File: src/common/csr_priv_pkg.sv
// Shared constants and types for the register-access privilege checker
package csr_priv_pkg;
    // Privilege level codes
    typedef logic [1:0] level_t;
    localparam level_t LVL_APP = 2'h0;
    localparam level_t LVL_OS = 2'h1;
    localparam level_t LVL_VMM = 2'h2;
    localparam level_t LVL_TOP = 2'h3;
    localparam level_t PRIV_RST = LVL_TOP;

    // Supported level sets, in growing order
    typedef enum logic [1:0] {
        SET_TOP = 2'h0,
        SET_TOP_APP = 2'h1,
        SET_TOP_OS_APP = 2'h2,
        SET_ALL = 2'h3
    } mode_set_t;

    // Instruction fields
    localparam int CSR_ADDR_W = 12;
    localparam logic [6:0] OPC_PRIV = 7'h73;
    localparam logic [2:0] F3_NOTREG = 3'h0;
    localparam logic [2:0] F3_RESERVED = 3'h4;
    localparam logic [1:0] F3_SWAP = 2'h1;
    localparam logic [11:0] FUNC_ENV_CALL = 12'h000;
    localparam logic [11:0] FUNC_BREAK = 12'h001;

    // Address map conventions
    localparam logic [1:0] ACC_RO = 2'h3;
    localparam logic [1:0] ACC_SHADOW = 2'h2;
    localparam logic [1:0] ACC_RW_HI = 2'h1;
    localparam logic [1:0] ACC_RW_LO = 2'h0;
    localparam logic [1:0] SUB_NONSTD = 2'h3;
    localparam logic [11:0] DBG_LO = 12'h7a0;
    localparam logic [11:0] DBG_HI = 12'h7bf;
    localparam logic [11:0] DBG_ONLY_LO = 12'h7b0;

    // Register bus offsets and fields
    localparam int REG_AW = 8;
    localparam logic [7:0] OFS_CTRL = 8'h00;
    localparam logic [7:0] OFS_STATUS = 8'h04;
    localparam logic [7:0] OFS_EVENT = 8'h08;
    localparam logic [7:0] OFS_MASK = 8'h0c;
    localparam int CTRL_SET_LSB = 0;
    localparam int CTRL_DBG_BIT = 2;
    localparam int CTRL_ICPT_LSB = 4;
    localparam int CTRL_W = 8;
    localparam logic [7:0] CTRL_RST = 8'h03;
    localparam logic [7:0] CTRL_WMASK = 8'hf7;

    // Event bits
    localparam int EV_NONEXIST = 0;
    localparam int EV_PRIV = 1;
    localparam int EV_RO = 2;
    localparam int EV_DEBUG = 3;
    localparam int EV_ICPT = 4;
    localparam int EV_W = 5;
    localparam logic [4:0] EV_RST = 5'h00;

    localparam logic [1:0] RESP_OKAY = 2'h0;
    localparam logic [1:0] RESP_SLVERR = 2'h2;
endpackage

File: src/logic/csr_addr_decode.sv
// Combinational decode of a 12-bit register address into its access attributes
`timescale 1ns/1ps
module csr_addr_decode (
    input wire logic [11:0] addr, // Register address
    output logic read_only, // Whole register is read-only
    output logic [1:0] min_level, // Lowest level allowed access
    output logic standard, // Standard rather than custom range
    output logic shadow, // Read/write shadow of a lower-level register
    output logic debug_range, // Reserved debug window
    output logic debug_only // Debug-mode-only part of that window
);
    wire [1:0] acc = addr[11:10];
    wire [1:0] sub = addr[7:6];

    // Access class and lowest level come straight from the upper bits
    assign read_only = (acc == csr_priv_pkg::ACC_RO);
    assign min_level = addr[9:8];
    // Shadows sit in the third access class above the application level
    assign shadow = (acc == csr_priv_pkg::ACC_SHADOW) && (addr[9:8] != csr_priv_pkg::LVL_APP);
    // Custom space: application shadow class, or top sub-block outside the plain low class and the application-level ACC_RW_HI class
    assign standard = !(((acc == csr_priv_pkg::ACC_SHADOW) && (addr[9:8] == csr_priv_pkg::LVL_APP))
        || ((acc != csr_priv_pkg::ACC_RW_LO)
        && !((acc == csr_priv_pkg::ACC_RW_HI) && (addr[9:8] == csr_priv_pkg::LVL_APP))
        && (sub == csr_priv_pkg::SUB_NONSTD)));
    assign debug_range = (addr >= csr_priv_pkg::DBG_LO) && (addr <= csr_priv_pkg::DBG_HI);
    assign debug_only = (addr >= csr_priv_pkg::DBG_ONLY_LO) && (addr <= csr_priv_pkg::DBG_HI);
endmodule

File: config.mk
export PLATFORM = sky130hd
export DESIGN_NAME = csr_addr_decode
export DESIGN_NICKNAME = d
export VERILOG_FILES = /design/src/common/csr_priv_pkg.sv /design/src/logic/csr_addr_decode.sv
export SDC_FILE = /design/constraint.sdc
export NUM_CORES = 1
export LEC_CHECK = 0
export BUFFER_PORTS_ARGS = -buffer_cell sky130_fd_sc_hd__buf_2
export CORE_AREA = 5 5 42 44
export DETAILED_ROUTE_END_ITERATION = 10
export DIE_AREA = 0 0 47 49
export GPL_TIMING_DRIVEN = 0
export SYNTH_ARGS = -nofsm -noshare
export SYNTH_HDL_FRONTEND = slang
export SYNTH_SLANG_ARGS = --single-unit
File: constraint.sdc
create_clock -name vclk -period 2
set_input_delay 0.4 -clock vclk [all_inputs]
set_output_delay 0.4 -clock vclk [all_outputs]
set_load 0.05 [all_outputs]
==> results.tsv, run 1 <==
metric	value	unit
Synth Area per Inst	6.52	µm²
ANT nets after route	0	
GR Overflow Total	0	
overall fraction of global-route tracks in use	2.74	%
routing usage on met1	2.61	%
DR WL/cell	7.78	µm
overall die width	47	µm
cell area after layout	198	µm²
Boundary Pins	19	
largest net degree at the start of global routing	6	
Final setup viols	0	
hold crit path type	input pin to output pin	
max-slew violations	0	
Die Y	49	µm
dpl cell area	198	µm²
Inserted Diodes	0	
Req. time, crit path	1.60	ns
fin nets	43	
I/O Buffers	15	
Post-Syn Instances	14	
VDD IR max	0.0000307	V
met3 usage	0	%
Slew headroom	83.1	%
Layout Cells excl Fill	45	
num sequential	0	
fmax	0.553	GHz
first-pass GRT wire length	524	µm
vias in the first global route	131	
GRT met2 Usage	6.11	%
Final min period	1.81	ns
CTS Hold Buffers Added	0	
Crit Path Max Fanout	5	
final hold vios	0	
clkbuf count	0	
share of cells above drive strength 1	69.0	%
sequential area share after synthesis	0	%
Setup crit start kind	input pin	
critical path type	input pin to output pin	
standard-cell rows	14	
core outline area	1400	µm²
Post-route DRC	0	
worst slew pin tran	0.255	ns
P&R area growth vs syn	116	%
final wirelength	350	µm
PD cells	259	nW/µm²
leakage power	0.0961	nW
post-synthesis cell type count	13	
endpoint type of the worst setup path	output pin	
Final Cycle Share	90.4	%
synthesized net count	26	
Design Power	0.0511	mW
Worst Hold Slack	1.17	ns
Initial Util	6.52	%
Sequential cell area	0	µm²
GRT busiest layer	met2	
First-pass DRT Iterations	3	
RSZ-0062 raised after global routing	false	
synth warn	0	
setup tns final	0	ns
vias per cell	3.67	
max-cap check violation count	0	
GPL Wtd Cong	0.716	
initial DRC count	3	
post_cts resized	0	
via count	165	
die area	2300	µm²
Placed Cells	45	
initial antenna violation count	0	
CP arrival	1.41	ns
status	finished clean	
setup bufs post-CTS	0	
synthesized cell area	91.3	µm²
## cells in the mapped netlist (all sizes together)
cell type  instances  area, µm²
buf                2       15.0
and2               1       7.51
and3               1       6.26
inv                1       3.75
nand2              1       3.75
nand3              1       5.00
nand4b             1       8.76
nor2               1       3.75
nor3               1       5.00
nor3b              1       7.51
nor4               1       6.26
o2111ai            1       8.76
or4b               1       10.0
## worst paths after layout
check / from / endpoint / slack [ns] / cells after the start
max: addr[10] / standard / 0.19 / 4
min: addr[10] / shadow / 1.17 / 3
## critical path, stage by stage
cell and delay, ns:
buf_2 0.12, or4b_1 0.51, and3_1 0.17, buf_2 0.20
## per-layer routing
layer,vias to the layer above,wire length [µm],share of wire (%)
met3,0,59,17
met5,-,0,0
met4,0,0,0
met1,74,113,32
li1,82,-,-
met2,9,177,51
## where the power goes
group,switching [mW],internal [mW],leakage [nW]
clock,0,0,0
sequential,0,0,0
combinational,0.0347,0.0165,0.0961
## logic make-up after synthesis
kind of cell           after synthesis  synth area share [%]
buffers and inverters                3                  20.5
AO/OA/AOI/OAI                        1                  9.59
AND/OR/NAND/NOR                     10                  69.9
## metrics by stage
step / utilization, % / worst slack, ns
floorplan: - / 0.0231
global placement: 14.1 / 0.200
detailed placement: 14.1 / 0.202
CTS: 14.1 / 0.192
global route: 14.1 / 0.161
finish: 14.1 / 0.191
## cell usage in the layout, fill, tap and decap left out
| cell | netlist | layout |
|---|---|---|
| and2_2 | 1 | 1 |
| and3_1 | 1 | 1 |
| buf_2 | 0 | 15 |
| buf_4 | 2 | 2 |
| inv_1 | 1 | 1 |
| nand2_1 | 1 | 1 |
| nand3_1 | 1 | 1 |
| nand4b_1 | 1 | 1 |
| nor2_1 | 1 | 1 |
| nor3_2 | 0 | 1 |
| nor3b_1 | 1 | 1 |
| nor4_2 | 0 | 1 |
| o2111ai_1 | 1 | 1 |
| or4b_1 | 1 | 1 |
## area by class of cell
type,count,area [µm²]
plain buffers,2,15.0
fillers,165,1200
inverters,1,3.75
multi-input cells,11,83.8
well taps,16,20.0
repair buffers,15,75.1
Note: power is estimated with default switching activity, not from simulation.
==> run 2, diff against run 1 <==
--- a/config.mk
+++ b/config.mk
@@ -5,7 +5,7 @@
 export SDC_FILE = /design/constraint.sdc
 export NUM_CORES = 1
 export LEC_CHECK = 0
-export BUFFER_PORTS_ARGS = -buffer_cell sky130_fd_sc_hd__buf_2
+export BUFFER_PORTS_ARGS = -buffer_cell sky130_fd_sc_hd__clkbuf_2
 export CORE_AREA = 5 5 42 44
 export DETAILED_ROUTE_END_ITERATION = 10
 export DIE_AREA = 0 0 47 49
==> run 2 against run 1 <==
Against the previous run:
- global-route usage fell by 0.070 points
- fmax decreased by 0.59%
- worst hold slack gained 0.023 ns
- die area unchanged
==> results.tsv, run 2 (synthesis gave the netlist of run 1 again) <==
metric	value	unit
VDD IR max	0.0000326	V
largest net degree at the start of global routing	6	
CTS Hold Buffers Added	0	
PD cells	257	nW/µm²
First-pass DRT Iterations	1	
Initial Util	6.52	%
RSZ-0062 raised after global routing	false	
num sequential	0	
worst-path cell chain	clkbuf_2 > or4b_1 > and3_1 > clkbuf_2	
most frequent cells in the layout	15 x clkbuf_2, 2 x buf_4	
DR WL/cell	7.56	µm
endpoint type of the worst setup path	output pin	
share of cells above drive strength 1	69.0	%
die area	2300	µm²
overall fraction of global-route tracks in use	2.67	%
ANT nets after route	0	
first-pass GRT wire length	510	µm
Crit Path Max Fanout	5	
GRT busiest layer	met2	
CP max stage cell	or4b_1	
Boundary Pins	19	
overall die width	47	µm
Design Power	0.0508	mW
clkbuf count	0	
final wirelength	340	µm
GR Overflow Total	0	
worst slew pin tran	0.280	ns
initial DRC count	0	
GRT met2 Usage	6.11	%
max incr delay on CP	0.51	ns
Sequential cell area	0	µm²
switching share of power	68.1	%
initial antenna violation count	0	
Final min period	1.82	ns
vias per cell	3.56	
max-cap check violation count	0	
via count	160	
worst setup path start	addr[10]	
Req. time, crit path	1.60	ns
critical path type	input pin to output pin	
P_sw	0.0346	mW
hold path depth	4	
routing usage on met1	2.39	%
Setup crit start kind	input pin	
most common cell after layout, fill and taps aside	clkbuf_2	
Slew headroom	81.4	%
setup bufs post-CTS	0	
met3 usage	0	%
Final Cycle Share	91.0	%
status	finished clean	
post_cts resized	0	
HP Start	addr[4]	
Worst Hold Path EP	debug_only	
P&R area growth vs syn	116	%
Post-route DRC	0	
CP arrival	1.42	ns
Die Y	49	µm
hold crit path type	input pin to output pin	
fin nets	43	
filler cell count	164	
Pint	0.0162	mW
Logic pwr share	100.0	%
setup tns final	0	ns
I/O Buffers	15	
sequential share of power	0	%
standard-cell rows	14	
core outline area	1400	µm²
vias in the first global route	145	
final hold vios	0	
most frequent CP cell	clkbuf_2	
clock power share	0	%
Inserted Diodes	0	
fmax	0.550	GHz
max-slew violations	0	
Final setup viols	0	
GPL Wtd Cong	0.696	
leakage power	0.0963	nW
run 2: final cells by class:
class / instances / area [µm²] / area share, %
Buffer: 2 / 15.0 / 7.59
Multi-Input combinational cell: 11 / 83.8 / 42.4
Tap cell: 16 / 20.0 / 10.1
Inverter: 1 / 3.75 / 1.90
Timing Repair Buffer: 15 / 75.1 / 38.0
run 2: per-layer routing:
metal / routed length [µm] / vias up / part of all wire (%)
met5: 0 / - / 0
met4: 0 / 0 / 0
met3: 66 / 0 / 19
met2: 172 / 9 / 51
met1: 102 / 69 / 30
li1: - / 82 / -
run 2: metrics by stage:
stage	util [%]	setup WS [ns]	instance area (µm²)	cells	hold slack (ns)
global route	14.1	0.130	198	45	1.22
global placement	14.1	0.178	198	45	1.20
floorplan	-	0.0231	103	14	0.902
CTS	14.1	0.177	198	45	1.20
detailed placement	14.1	0.177	198	45	1.20
finish	14.1	0.181	198	45	1.20
run 2: worst max path at each step:
stage / endpoint / cells past startpoint
after floorplan: shadow / 2
after global placement: standard / 4
after detailed placement: standard / 4
after CTS: standard / 4
after global routing: standard / 4
final: standard / 4
run 2: power by group through the flow:
stage               logic (mW)  clock network (mW)  registers, mW
CTS                     0.0514                   0              0
floorplan               0.0328                   0              0
detailed placement      0.0514                   0              0
global route            0.0546                   0              0
finish                  0.0508                   0              0
global placement        0.0512                   0              0
run 2: worst max-delay path: cells and delay by family:
kind,cells,cell delay [ns]
buf+inv,2,0.34
simple gates,2,0.68
==> run 3, diff against run 2 <==
--- a/config.mk
+++ b/config.mk
@@ -10,6 +10,7 @@
 export DETAILED_ROUTE_END_ITERATION = 10
 export DIE_AREA = 0 0 47 49
 export GPL_TIMING_DRIVEN = 0
+export REMOVE_ABC_BUFFERS = 1
 export SYNTH_ARGS = -nofsm -noshare
 export SYNTH_HDL_FRONTEND = slang
 export SYNTH_SLANG_ARGS = --single-unit
==> run 3 against run 2 <==
Against the previous run:
- routed wire length is 0.29% higher
- global-route usage is 0.42 points lower
- final area is 13% lower
- fmax is 0.41% lower
- first-iteration DRC count is 1 higher
- sequential share of layout area stayed put
- combinational power is 6.5% lower
- worst hold slack worse by 0.038 ns
- non-clock buffer count is 2 lower
- final cell count is 4.4% lower
- critical path type unchanged
- largest cell class unchanged
- largest power group unchanged
- highest routed layer unchanged
==> results.tsv, run 3 (synthesis gave the netlist of run 1 again) <==
metric	value	unit
standard-cell rows	14	
leakage power	0.0861	nW
GR Overflow Total	0	
endpoint type of the worst setup path	output pin	
worst slew pin tran	0.279	ns
CTS Hold Buffers Added	0	
fmax	0.547	GHz
HP Start	addr[9]	
initial DRC count	1	
Setup crit start kind	input pin	
RSZ-0062 raised after global routing	false	
final hold vios	0	
first-pass GRT wire length	434	µm
worst setup path start	addr[10]	
Boundary Pins	19	
initial antenna violation count	0	
cell area after layout	171	µm²
I/O Buffers	15	
Final setup viols	0	
GPL Wtd Cong	0.663	
Worst Hold Path EP	min_level[1]	
clkbuf count	0	
Design Power	0.0475	mW
most common cell after layout, fill and taps aside	clkbuf_2	
core outline area	1400	µm²
First-pass DRT Iterations	2	
Req. time, crit path	1.60	ns
CP arrival	1.43	ns
hold path depth	2	
die area	2300	µm²
Crit Path Max Fanout	5	
via count	157	
dpl cell area	171	µm²
PD cells	277	nW/µm²
CP max stage cell	or4b_1	
Sequential cell area	0	µm²
num sequential	0	
Final min period	1.83	ns
max-cap check violation count	0	
most frequent CP cell	clkbuf_2	
Die Y	49	µm
Post-route DRC	0	
max incr delay on CP	0.50	ns
Inserted Diodes	0	
VDD IR max	0.0000390	V
Initial Util	6.52	%
Slew headroom	81.5	%
overall fraction of global-route tracks in use	2.25	%
share of cells above drive strength 1	59.3	%
final wirelength	341	µm
hold crit path type	input pin to output pin	
critical path type	input pin to output pin	
Final Cycle Share	91.3	%
vias per cell	3.65	
post_cts resized	0	
P&R area growth vs syn	87.7	%
fin nets	41	
DR WL/cell	7.93	µm
largest net degree at the start of global routing	6	
overall die width	47	µm
Final Util	12.2	%
post-DP HPWL	304	µm
ANT nets after route	0	
worst-path cell chain	clkbuf_2 > or4b_1 > and3_1 > clkbuf_2	
vias in the first global route	116	
max-slew violations	0	
Worst Hold Slack	1.16	ns
status	finished clean	
setup bufs post-CTS	0	
## run 3: worst max-delay path by stage
stage                      end  slack [ns]
CTS                   standard        0.17
global placement      standard        0.18
detailed placement    standard        0.17
floorplan           debug_only       -0.49
finish                standard        0.17
global route          standard        0.13
## run 3: layout make-up
class              instances  area (µm²)
fillers                  164        1230
inverters                  1        3.75
multi-input cells         11        72.6
well taps                 16        20.0
repair buffers            15        75.1
## run 3: where the power goes
part           internal, mW  switching (mW)  total [mW]
clock                     0               0           0
combinational        0.0137          0.0337      0.0475
sequential                0               0           0
total                0.0137          0.0337      0.0475
## run 3: through the flow
stage               std cells  setup WS [ns]  setup TNS, ns
floorplan                  12         -0.487         -0.560
global placement           43          0.176              0
detailed placement         43          0.171              0
CTS                        43          0.170              0
global route               43          0.127              0
finish                     43          0.173              0
## run 3: worst max-delay path: cells and delay by family
kind                   cells  cell delay [ns]
buffers and inverters      2             0.34
and+or+nand+nor            2             0.68
## run 3: metal layers
layer	track usage [%]	up-vias	share of wire, %
met3	0	0	28
li1	-	78	-
met5	0	-	0
met4	0	0	0
met2	4.07	15	34
met1	3.04	64	37
